File: config.mk
export PLATFORM = sky130hd
export DESIGN_NAME = rbf_ready_bus
export DESIGN_NICKNAME = d
export VERILOG_FILES = /design/src/hdl/rbf_pkg.sv /design/src/hdl/rbf_word_pack.sv /design/src/hdl/rbf_ready_bus.sv
export SDC_FILE = /design/constraint.sdc
export NUM_CORES = 1
export LEC_CHECK = 0
export BUFFER_PORTS_ARGS = -buffer_cell sky130_fd_sc_hd__clkbuf_2
export CAP_MARGIN = 20
export CORE_UTILIZATION = 38
export CTS_CLUSTER_SIZE = 12
export DETAILED_ROUTE_END_ITERATION = 6
export PLACE_DENSITY = 0.55
export SYNTH_ARGS = -nofsm -noshare
export SYNTH_HDL_FRONTEND = slang
export SYNTH_SLANG_ARGS = --single-unit
File: constraint.sdc
create_clock -name clk -period 21.3 [get_ports clk]
set_input_delay 1.065 -clock clk [delete_from_list [all_inputs] [get_ports clk]]
set_output_delay 1.065 -clock clk [all_outputs]
set_load 0.02 [all_outputs]
File: src/hdl/rbf_pkg.sv
/*
 * shared constants and carriers for the ready-bus flow control and messaging block.
 * assumes a single 125 MHz clock and an APB register port with 32-bit data.
 */
package rbf_pkg;
	// register byte offsets
	localparam logic [7:0] REG_RX_COUNT = 8'h00;
	localparam logic [7:0] REG_FLOW_BYTE = 8'h04;
	localparam logic [7:0] REG_CONTROL = 8'h08;
	localparam logic [7:0] REG_INSTR = 8'h0c;
	localparam logic [7:0] REG_STATUS = 8'h10;
	localparam logic [7:0] REG_MSG_OUT = 8'h14;
	localparam logic [7:0] REG_MSG_IN = 8'h18;
	// field positions
	localparam int RXCNT_READY_LSB = 0;
	localparam int RXCNT_REQ_LSB = 8;
	localparam int RXCNT_VALID_BIT = 16;
	localparam int FLOW_MAC_LSB = 8;
	localparam int CTRL_SLAVE_BIT = 0;
	localparam int CTRL_MODE3_BIT = 1;
	localparam int INSTR_LEN_LSB = 4;
	// reset values
	localparam logic [7:0] RST_COUNT = 8'h00;
	localparam logic [4:0] CTRL_IDLE_N = 5'h1f;
	// distinct active-low control encodings on the five lines
	localparam logic [4:0] ENC_FLOW_N = 5'h1e;
	localparam logic [4:0] ENC_SLAVE_FETCH_N = 5'h1d;
	localparam logic [4:0] ENC_CHAIN_FETCH_N = 5'h1b;
	localparam logic [4:0] ENC_SEND_N = 5'h17;
	// timing
	localparam int NOP_NS = 8;
	localparam int CLK_NS = 8;
	localparam int NOP_CYCLES = (NOP_NS + CLK_NS - 1) / CLK_NS;
	localparam int MAX_LONGWORDS = 8;
	localparam int MSG_BITS = 16;

	typedef enum logic [2:0] {
		OP_NONE,
		OP_RX_PUSH,
		OP_RX_FETCH,
		OP_TX_FETCH,
		OP_FLOW,
		OP_SLAVE_FETCH,
		OP_CHAIN_FETCH,
		OP_SEND
	} rbf_op_t;

	typedef struct packed {
		logic [4:0] ctrlN;
		logic [7:0] data;
		logic dataOe;
		logic [6:0] devSel;
	} rbf_bus_out_t;
endpackage

File: src/hdl/rbf_word_pack.sv
/*
 * byte-to-longword assembler for incoming ready-bus data, first byte lowest.
 * assumes byte strobes are one cycle each and start is pulsed before or with
 * the first byte of a word; a start that meets a byte keeps that byte at lane zero.
 */
module rbf_word_pack (
	input wire logic clk,
	input wire logic rstN,
	input wire logic start,
	input wire logic byteStb,
	input wire logic [7:0] byteIn,
	output logic wordStb,
	output logic [31:0] word
);
	logic [1:0] lane;
	logic [23:0] partial;
	wire [1:0] at = start ? 2'h0 : lane;

	always_ff @(posedge clk or negedge rstN) begin
		if (!rstN) begin
			lane <= 2'h0;
			partial <= 24'h000000;
			wordStb <= 1'b0;
			word <= 32'h00000000;
		end else begin
			wordStb <= 1'b0;
			if (byteStb) begin
				lane <= at + 2'h1;
				if (at == 2'h3) begin
					word <= {byteIn, partial};
					wordStb <= 1'b1;
				end else begin
					partial[at*8 +: 8] <= byteIn;
				end
			end else if (start) begin
				lane <= 2'h0;
			end
		end
	end
endmodule

File: src/hdl/rbf_ready_bus.sv
/*
 * ready-bus count tracking, flow-control byte drive and get/send messaging.
 * assumes instructions arrive from the sequencer as one-cycle strobes or via APB,
 * bus inputs are synchronous to clk, and the external fifos are glue logic.
 */
// Local design decisions: the address map and the APB interface to the registers.
module rbf_ready_bus (
	input wire logic clk,
	input wire logic arst_n,
	input wire logic psel,
	input wire logic penable,
	input wire logic pwrite,
	input wire logic [7:0] paddr,
	input wire logic [31:0] pwdata,
	output logic [31:0] prdata,
	output logic pready,
	output logic pslverr,
	input wire logic instrStb,
	input wire rbf_pkg::rbf_op_t instrOp,
	input wire logic [3:0] instrLen,
	input wire logic loopStart,
	input wire logic rxReqDone,
	input wire logic [4:0] busCtrlInN,
	input wire logic [7:0] busDataIn,
	output rbf_pkg::rbf_bus_out_t busOut,
	output logic busy
);
	//////////////////////////////////////////////////////////////////////////
	logic rstMeta;
	logic rstN;
	always_ff @(posedge clk or negedge arst_n) begin
		if (!arst_n) begin
			rstMeta <= 1'b0;
			rstN <= 1'b0;
		end else begin
			rstMeta <= 1'b1;
			rstN <= rstMeta;
		end
	end

	//////////////////////////////////////////////////////////////////////////
	typedef enum logic [2:0] {ST_IDLE, ST_NOP, ST_FLOW, ST_SEND, ST_GET} rbf_state_t;
	rbf_state_t state;
	logic [7:0] rxReadyCount;
	logic [7:0] rxReqCount;
	logic [7:0] rxReqSnap;
	logic [7:0] flowByte;
	logic [2:0] flowMac;
	logic flowValid;
	logic slaveMode;
	logic mode3;
	logic fetchSeen;
	logic snoopSeen;
	logic [4:0] byteCnt;
	logic [4:0] byteGoal;
	logic [31:0] msgOut;
	logic msgOutValid;
	logic [31:0] msgIn;
	logic msgInValid;
	logic [4:0] ctrlN;
	logic [7:0] dataOut;
	logic dataOe;
	logic [6:0] devSel;
	logic wordStb;
	logic [31:0] word;

	wire apbWr = psel && penable && pwrite;
	wire apbRd = psel && penable && !pwrite;
	wire selRxCount = paddr == rbf_pkg::REG_RX_COUNT;
	wire selFlow = paddr == rbf_pkg::REG_FLOW_BYTE;
	wire selCtrl = paddr == rbf_pkg::REG_CONTROL;
	wire selInstr = paddr == rbf_pkg::REG_INSTR;
	wire selStatus = paddr == rbf_pkg::REG_STATUS;
	wire selMsgOut = paddr == rbf_pkg::REG_MSG_OUT;
	wire selMsgIn = paddr == rbf_pkg::REG_MSG_IN;
	wire mapped = selRxCount | selFlow | selCtrl | selInstr | selStatus | selMsgOut | selMsgIn;

	// sequencer strobe wins over software-issued instruction in the same cycle
	wire swInstr = apbWr && selInstr && !instrStb;
	wire opStb = instrStb || swInstr;
	wire rbf_pkg::rbf_op_t op = instrStb ? instrOp : rbf_pkg::rbf_op_t'(pwdata[2:0]);
	wire [3:0] opLen = instrStb ? instrLen : pwdata[rbf_pkg::INSTR_LEN_LSB +: 4];
	wire accept = opStb && state == ST_IDLE;
	wire isMsg = op == rbf_pkg::OP_SLAVE_FETCH || op == rbf_pkg::OP_CHAIN_FETCH
		|| op == rbf_pkg::OP_SEND;
	wire msgOk = mode3 && !slaveMode && isMsg;
	wire lenOk = opLen >= 4'h1 && opLen <= 4'(rbf_pkg::MAX_LONGWORDS);
	// a fetch in the loop-start cycle belongs to the new loop
	wire firstFetch = accept && (!fetchSeen || loopStart)
		&& (op == rbf_pkg::OP_RX_FETCH || op == rbf_pkg::OP_TX_FETCH);

	// slave snoop: only slave fetch and send encodings are answered
	wire snoopSend = slaveMode && mode3 && busCtrlInN == rbf_pkg::ENC_SEND_N;
	wire snoopGet = slaveMode && mode3 && busCtrlInN == rbf_pkg::ENC_SLAVE_FETCH_N;
	// a snooped send restarts the assembler on its first byte
	wire packStart = accept || (state == ST_IDLE && snoopSend && !snoopSeen);
	wire packByte = state == ST_GET || snoopSend;
	wire [1:0] nextLane = byteCnt[1:0] + 2'h1;

	//////////////////////////////////////////////////////////////////////////
	always_ff @(posedge clk or negedge rstN) begin
		if (!rstN) begin
			rxReadyCount <= rbf_pkg::RST_COUNT;
			rxReqCount <= rbf_pkg::RST_COUNT;
			rxReqSnap <= rbf_pkg::RST_COUNT;
			fetchSeen <= 1'b0;
			snoopSeen <= 1'b0;
		end else begin
			snoopSeen <= snoopSend;
			if (accept && op == rbf_pkg::OP_RX_PUSH)
				rxReadyCount <= rxReadyCount + 8'h01;
			if (rxReqDone)
				rxReqCount <= rxReqCount + 8'h01;
			if (firstFetch)
				rxReqSnap <= rxReqCount;
			if (firstFetch)
				fetchSeen <= 1'b1;
			else if (loopStart)
				fetchSeen <= 1'b0;
		end
	end

	// flow byte register; a new write sets valid, and that set wins over consumption
	always_ff @(posedge clk or negedge rstN) begin
		if (!rstN) begin
			flowByte <= 8'h00;
			flowMac <= 3'h0;
			flowValid <= 1'b0;
			slaveMode <= 1'b0;
			mode3 <= 1'b0;
		end else begin
			if (apbWr && selFlow) begin
				flowByte <= pwdata[7:0];
				flowMac <= pwdata[rbf_pkg::FLOW_MAC_LSB +: 3];
				flowValid <= 1'b1;
			end else if (accept && op == rbf_pkg::OP_FLOW && !slaveMode) begin
				flowValid <= 1'b0;
			end
			if (apbWr && selCtrl) begin
				slaveMode <= pwdata[rbf_pkg::CTRL_SLAVE_BIT];
				mode3 <= pwdata[rbf_pkg::CTRL_MODE3_BIT];
			end
		end
	end

	//////////////////////////////////////////////////////////////////////////
	// outgoing message word: drained once per send, zero when empty
	always_ff @(posedge clk or negedge rstN) begin
		if (!rstN) begin
			msgOut <= 32'h00000000;
			msgOutValid <= 1'b0;
		end else if (apbWr && selMsgOut) begin
			msgOut <= pwdata;
			msgOutValid <= 1'b1;
		end else if ((state == ST_SEND || snoopGet) && byteCnt[1:0] == 2'h3) begin
			msgOut <= 32'h00000000;
			msgOutValid <= 1'b0;
		end
	end

	// incoming word; a read empties it, a new word arriving wins
	always_ff @(posedge clk or negedge rstN) begin
		if (!rstN) begin
			msgIn <= 32'h00000000;
			msgInValid <= 1'b0;
		end else if (wordStb) begin
			msgIn <= word;
			msgInValid <= 1'b1;
		end else if (apbRd && selMsgIn) begin
			msgIn <= 32'h00000000;
			msgInValid <= 1'b0;
		end
	end

	rbf_word_pack u_pack (
		.clk(clk),
		.rstN(rstN),
		.start(packStart),
		.byteStb(packByte),
		.byteIn(busDataIn),
		.wordStb(wordStb),
		.word(word)
	);

	//////////////////////////////////////////////////////////////////////////
	always_ff @(posedge clk or negedge rstN) begin
		if (!rstN) begin
			state <= ST_IDLE;
			byteCnt <= 5'h00;
			byteGoal <= 5'h00;
			ctrlN <= rbf_pkg::CTRL_IDLE_N;
			dataOut <= 8'h00;
			dataOe <= 1'b0;
			devSel <= 7'h00;
		end else begin
			unique case (state)
				ST_IDLE: begin
					byteCnt <= 5'h00;
					ctrlN <= rbf_pkg::CTRL_IDLE_N;
					dataOe <= 1'b0;
					devSel <= 7'h00;
					if (snoopGet) begin
						// slave answers a fetch with its outgoing word, zero if none
						dataOut <= msgOut[byteCnt[1:0]*8 +: 8];
						dataOe <= 1'b1;
						byteCnt <= byteCnt + 5'h01;
					end
					if (accept && op == rbf_pkg::OP_FLOW && !slaveMode) begin
						if (flowValid) begin
							state <= ST_FLOW;
							ctrlN <= rbf_pkg::ENC_FLOW_N;
							dataOut <= flowByte;
							dataOe <= 1'b1;
							if (flowMac < 3'h7)
								devSel[flowMac] <= 1'b1;
						end else begin
							state <= ST_NOP;
						end
					end else if (accept && msgOk && lenOk) begin
						// length in longwords, four bytes each
						byteGoal <= {opLen[2:0], 2'h0} - 5'h01;
						if (op == rbf_pkg::OP_SEND) begin
							state <= ST_SEND;
							ctrlN <= rbf_pkg::ENC_SEND_N;
							dataOut <= msgOut[7:0];
							dataOe <= 1'b1;
						end else begin
							state <= ST_GET;
							// encoding picks slave or external chain fifo
							ctrlN <= op == rbf_pkg::OP_SLAVE_FETCH ? rbf_pkg::ENC_SLAVE_FETCH_N
								: rbf_pkg::ENC_CHAIN_FETCH_N;
						end
					end
				end
				ST_NOP: state <= ST_IDLE;
				ST_FLOW: begin
					state <= ST_IDLE;
					ctrlN <= rbf_pkg::CTRL_IDLE_N;
					dataOe <= 1'b0;
					devSel <= 7'h00;
				end
				ST_SEND, ST_GET: begin
					byteCnt <= byteCnt + 5'h01;
					// the word drains after its last byte, so later longwords are zeros
					if (state == ST_SEND)
						dataOut <= byteCnt[1:0] == 2'h3 ? 8'h00 : msgOut[nextLane*8 +: 8];
					if (byteCnt == byteGoal) begin
						state <= ST_IDLE;
						ctrlN <= rbf_pkg::CTRL_IDLE_N;
						dataOe <= 1'b0;
					end
				end
				default: state <= ST_IDLE;
			endcase
		end
	end

	//////////////////////////////////////////////////////////////////////////
	assign busOut = '{ctrlN: ctrlN, data: dataOut, dataOe: dataOe, devSel: devSel};
	assign busy = state != ST_IDLE;
	assign pready = 1'b1;
	assign pslverr = psel && penable && !mapped;
	wire [31:0] rdRxCount = {15'h0000, flowValid, rxReqSnap, rxReadyCount};
	wire [31:0] rdStatus = {26'h0, msgInValid, msgOutValid, fetchSeen, busy, mode3, slaveMode};
	always_ff @(posedge clk or negedge rstN) begin
		if (!rstN)
			prdata <= 32'h00000000;
		else if (psel && !penable && !pwrite)
			prdata <= selRxCount ? rdRxCount
				: selFlow ? {21'h0, flowMac, flowByte}
				: selCtrl ? {30'h0, mode3, slaveMode}
				: selStatus ? rdStatus
				: selMsgIn ? msgIn
				: 32'h00000000;
	end
endmodule

==> reports/qor.yml, run 1 <==
finish:
  finalNonFillerCells: 1305
  fillers: 2497
  antenna_cells: 0
  final_util_pct: 45.26
  regArea_um2: 5789
  final_cell_area_um2: 12160
  nets: 1025
  multi_input_area_um2: 4324
  area_growth_pct: 17.46
  drive_gt1_share_pct: 29.67
grt:
  grt-ovfl-total: 0
  busiest_layer: "met1"
  grtUsageMet1_pct: 30.32
  first_global_vias: 7399
  gr-usage-met2_pct: 29.43
  grt_start_max_net_pins: 63
  groute.usage.overall_pct: 19.92
  grt_pass1_wl_mm: 43.73
  antenna_found_initial: 0
  grtUsageMet3_pct: 3.208
floorplan:
  die_height_um: 167.1
  boundaryPins: 124
  die_width_um: 167.1
  row_count: 60
  core_um2: 26880
  start_util_pct: 38.53
  die_area_um2: 27910
setup_path:
  rrSetupSlack_ps: 17760
  end_kind: "flip-flop"
  cp-start-kind: "flip-flop"
  path_max_fanout: 14
  critPathRequiredTime_ps: 21760
  reg2regPathDepth: 8
  worstSetupPathType: "reg -> reg"
  arrival_ps: 4000
timing:
  fin_hold_ws_ps: 311.4
  finalClockSkew_ps: 7.839
  slew_viol_final: 0
  setup_violations: 0
  relSlewSlack_pct: 38.47
  max_slew.worst_pin.slew_ps: 920.9
  max_freq_mhz: 282.7
  rsz0062_at_grt: "no"
  tns_ps: 0
  hold_viol_final: 0
  layout_min_cycle_time_ps: 3537
  period_share_pct: 16.61
power_and_ir_drop:
  leakagePower_nw: 5.696
  power_density_nw_per_um2: 84.57
  peakVddDrop_uv: 53.89
route:
  firstDrtPassIters: 4
  drt_wl_total_mm: 27.33
  avgRoutedWirePerCell_um: 20.94
  num_vias: 7323
  viasPerCell: 5.611
  drc: 0
  drt_iter0_drc: 554
  antenna_left: 0
yosys:
  yosysWarnings: 0
  ys_async_sr_fraction_pct: 100.0
  synth_area_leader_cell: "dfrtp_1"
  syn_area_per_cell_um2: 12.34
  synth_area_um2: 10350
  ys.flop_type: "dfrtp_1"
  seq_area_frac_synth_pct: 55.87
  synth_top_area_share_pct: 54.86
  synth_area_leaders: "dfrtp_1 55%, a22o_1 7.6%, mux2_2 7.0%, nand2_1 2.6%, mux2i_1 2.0%"
  ys_seq_elements: 231
  synth-edff-count: 0
  synth_cell_types: 69
  syn_inst: 839
clocking:
  ctsHtreeMaxLevel: 1
  cts-root-buf: "clkbuf_16"
  cts_tree: "built"
  cts_resized: 0
  postCtsSetupRepairBufs: 0
  clock_sinks: 231
  clk_latency_ps: 530
  clk_path_buf_depth: 3
  hold_buffers: 0
  clkTransAtPathRegs_ps: 60
  cts_made_buffers: 26
place:
  place_inst: 1260
  postPlaceCellArea_um2: 11280
  dpl.hpwl_mm: 18.52
  place_congestion: 0.8137
  port-buffer-count: 121
hold_path:
  hold_path_class: "in -> async"
run:
  max-cap-violations: 0
run_status:
  status: "complete, no violations"
==> cell families after synthesis <==
family                     Yosys count  synth area share (%)
DFF                                231                 55.87
AOI/OAI and AO/OA                  209                 16.19
and+or+nand+nor                    205                 11.16
muxes                               94                 10.95
buffers and inverters               67                 2.719
xor gates and xnor gates            22                 1.861
adders and majority gates           10                 1.208
other                                1               0.03621
==> worst max-delay path: stages, from the launching register on <==
cell and delay (ps):
dfrtp_1 570, nor3_4 750, inv_2 290, o221ai_4 400, inv_1 110, ha_1 230, nand3b_2 380, nor3b_4 510
a22o_1 210
==> layout make-up <==
class,instances,area share [%]
clock inverters,9,1.101
well taps,341,3.508
clock buffers,36,6.152
inverters,12,0.3703
flip-flops and latches,231,47.60
multi-input cells,543,35.55
repair buffers,133,5.720
==> routing by layer <==
layer / share of wire, % / routed length (um) / up-vias
met2: 44 / 12020 / 184
met5: 0 / 0 / -
met1: 49 / 13510 / 3743
met4: 2.0 / 550 / 0
met3: 4.6 / 1258 / 34
li1: - / - / 3362
==> state kept, by name, indices dropped and copies added, names as in the netlist, 5 cells and up <==
signal,cells
dataOut,8
rxReqCount,8
byteCnt,5
rxReadyCount,8
msgIn,32
u_pack.word,32
msgOut,32
devSel,7
u_pack.partial,24
rxReqSnap,8
prdata,32
flowByte,8
==> power by group <==
part           switching, W  leakage [nW]  total (W)  internal (W)
logic             0.0000456          2.18  0.0000797     0.0000341
registers         0.0000251          3.08   0.000488      0.000463
clock network      0.000181         0.433   0.000461      0.000280
total              0.000252          5.70    0.00103      0.000777
==> layout by cell type (no fill, tap or decap), types with 7 or more instances in the layout <==
master,n
a21o_1,11
a21oi_1,11
a22o_1,90
a22oi_1,12
a31oi_1,15
and3_1,8
buf_4,12
clkbuf_16,26
clkbuf_2,121
dfrtp_1,226
ha_1,10
inv_1,10
mux2_2,64
mux2i_1,21
mux4_2,9
nand2_1,72
nand3_1,25
nand4_1,12
nand4b_1,9
nor2_1,34
o21ai_0,20
o22ai_1,14
xnor2_1,15
xor2_1,7
==> synthesized netlist by cell type, types with 6 or more instances <==
library cell and n:
ha_1 10, nor2_1 35, mux2i_1 21, nand3_1 25
a21o_1 11, o22ai_1 14, mux4_2 9, a31oi_1 15
and3_1 8, inv_1 10, buf_2 9, xnor2_1 15
clkbuf_1 37, nand4_1 12, nand4b_1 9, a221oi_1 6
a21oi_1 13, a22oi_1 12, a22o_1 90, nand2_1 72
xor2_1 7, dfrtp_1 227, mux2_2 64, o21ai_0 20
==> through the flow <==
step                total power, W  setup WS (ps)
floorplan                0.0005424          14390
global placement         0.0005744          17710
detailed placement       0.0005760          17590
CTS                       0.001039          17800
global route              0.001069          17630
finish                    0.001029          17760
==> worst paths after layout <==
path | start | to
worst max register to register | state[1]$_DFFE_PN0P_ | u_pack.partial[16]$_DFFE_PN0P_
max in group asynchronous | rstN$_DFF_PN0_ | msgOut[18]$_DFFE_PN0P_
worst min register to register | rstMeta$_DFF_PN0_ | rstN$_DFF_PN0_
min in group clk | rstMeta$_DFF_PN0_ | rstN$_DFF_PN0_
worst min-delay path | arst_n | rstN$_DFF_PN0_
worst max-delay path | state[1]$_DFFE_PN0P_ | u_pack.partial[16]$_DFFE_PN0P_
(Power assumes the default switching activity.)
==> run 2: changes to the inputs <==
clock period = 3.43 ns   (was 21.3 ns; I/O delays follow)
==> run 2 against run 1 <==
Clock skew about the same. Sequential cell count unchanged. Register-to-register slack got worse by 17000 ps. First-iteration DRC count decreased by 11%. Cell area increased by 4.4%. Sequential share of layout area decreased by 2.0 points. Die area unchanged. Non-clock buffer count increased by 54. Combinational power increased to 6.9 times the previous value. Via count increased by 3.3%. Highest routed layer unchanged.
==> reports/qor.yml, run 2 (synthesized netlist as in run 1, its figures left out) <==
grt:
  grt-ovfl-total: 0
  groute.usage.overall_pct: 20.50
  busiest_layer: "met2"
  grt_start_max_net_pins: 57
  gr-usage-met2_pct: 31.73
  first_global_vias: 7669
  grt_pass1_wl_mm: 44.79
  antenna_found_initial: 1
  grtUsageMet3_pct: 2.994
  grtUsageMet1_pct: 29.43
timing:
  rsz0062_at_grt: "no"
  max_freq_mhz: 348.2
  setup_violations: 0
  max_slew.worst_pin.slew_ps: 853.3
  fin_hold_ws_ps: 47.64
  period_share_pct: 83.73
  hold_viol_final: 0
  tns_ps: 0
  relSlewSlack_pct: 42.96
  slew_viol_final: 0
  finalClockSkew_ps: 7.637
  layout_min_cycle_time_ps: 2872
power_and_ir_drop:
  p_sw_share_pct: 24.45
  peakVddDrop_uv: 303.6
  p_total_w: 0.006340
  internal_power_w: 0.004790
  seqPwrFrac_pct: 47.8
  clock_power_share_pct: 43.6
  pwr-share-comb_pct: 8.6
  power_density_nw_per_um2: 499.4
  p_switching_w: 0.001550
  leakagePower_nw: 5.929
floorplan:
  row_count: 60
  boundaryPins: 124
  die_width_um: 167.1
  start_util_pct: 38.53
  die_height_um: 167.1
  core_um2: 26880
  die_area_um2: 27910
route:
  antenna_left: 0
  drt_iter0_drc: 494
  firstDrtPassIters: 5
  avgRoutedWirePerCell_um: 20.71
  viasPerCell: 5.566
  num_vias: 7564
  drc: 0
  drt_wl_total_mm: 28.15
run_status:
  status: "complete, no violations"
setup_path:
  arrival_ps: 3340
  critPathLaunch: "slaveMode$_DFFE_PN0P_"
  cp-start-kind: "flip-flop"
  r2r_start: "slaveMode$_DFFE_PN0P_"
  path_max_fanout: 9
  worstSetupPathType: "reg -> reg"
  end_kind: "flip-flop"
  critPathRequiredTime_ps: 3900
clocking:
  clkTransAtPathRegs_ps: 60
  clk_latency_ps: 530
  cts_made_buffers: 26
  hold_buffers: 43
  cts_resized: 0
  ctsHtreeMaxLevel: 1
  clock_sinks: 231
  cts_tree: "built"
  postCtsSetupRepairBufs: 0
  clk_path_buf_depth: 3
  cts-root-buf: "clkbuf_16"
finish:
  final_util_pct: 47.23
  fillers: 2474
  final_common_cell: "dfrtp_1"
  nets: 1079
  drive_gt1_share_pct: 28.91
  finalNonFillerCells: 1359
  final_cell_mix: "226 x dfrtp_1, 121 x clkbuf_2, 90 x a22o_1"
  area_growth_pct: 22.58
hold_path:
  hold_start: "pwdata[1]"
  hold_path_class: "in -> reg"
place:
  port-buffer-count: 121
  place_congestion: 0.8380
  place_inst: 1271
  dpl.hpwl_mm: 19.43
run:
  max-cap-violations: 0
-- run 2: metrics by stage --
| stage | setup WS [ps] | cell area (um2) |
|---|---|---|
| after CTS | 537.9 | 12690 |
| after detailed placement | 564.5 | 11410 |
| after floorplan | 955.0 | 10370 |
| final | 558.0 | 12690 |
| after global placement | 677.4 | 11410 |
| after global routing | 371.5 | 12690 |
-- run 2: metal layers --
metal	up-vias	wire length [um]
met1	3818	13440
met4	0	814
met5	-	0
li1	3476	-
met3	59	1175
met2	211	12720
-- run 2: path summary, 6_finish.rpt --
path | end | slack [ps] | cells after the start
max | u_pack.partial[19]$_DFFE_PN0P_ | 560 | 8
min | msgOut[1]$_DFFE_PN0P_ | 50 | 2
max reg2reg | u_pack.partial[19]$_DFFE_PN0P_ | 560 | 8
min reg2reg | rstN$_DFF_PN0_ | 360 | 0
max in group asynchronous | ctrlN[1]$_DFFE_PN1P_ | 2000 | 2
min in group asynchronous | msgIn[17]$_DFFE_PN0P_ | 410 | 0
-- run 2: cell type report --
type | count | area, um2 | area share [%]
tap | 341 | 426.7 | 3.361
clock buffer | 38 | 755.7 | 5.954
timing repair buffer | 187 | 1259 | 9.916
antenna | 1 | 2.502 | 0.01971
inverter | 12 | 45.04 | 0.3549
clock inverter | 6 | 91.34 | 0.7196
sequential | 231 | 5789 | 45.61
multi-input combinational | 543 | 4324 | 34.07
-- run 2: critical path, stage by stage (launching register included) --
cell      delay (ps)
dfrtp_1          470
inv_2             90
or4_4            570
o221ai_4         340
inv_1            110
ha_1             240
nand3b_2         360
nor3b_4          440
a22o_1           190
-- run 2: power by group through the flow --
| stage | Sequential (W) | Combinational, W | Clock [W] |
|---|---|---|---|
| finish | 0.00303 | 0.000547 | 0.00276 |
| global route | 0.00305 | 0.000601 | 0.00293 |
| CTS | 0.00303 | 0.000553 | 0.00284 |
| detailed placement | 0.00308 | 0.000514 | 0 |
| global placement | 0.00307 | 0.000507 | 0 |
| floorplan | 0.00309 | 0.000280 | 0 |
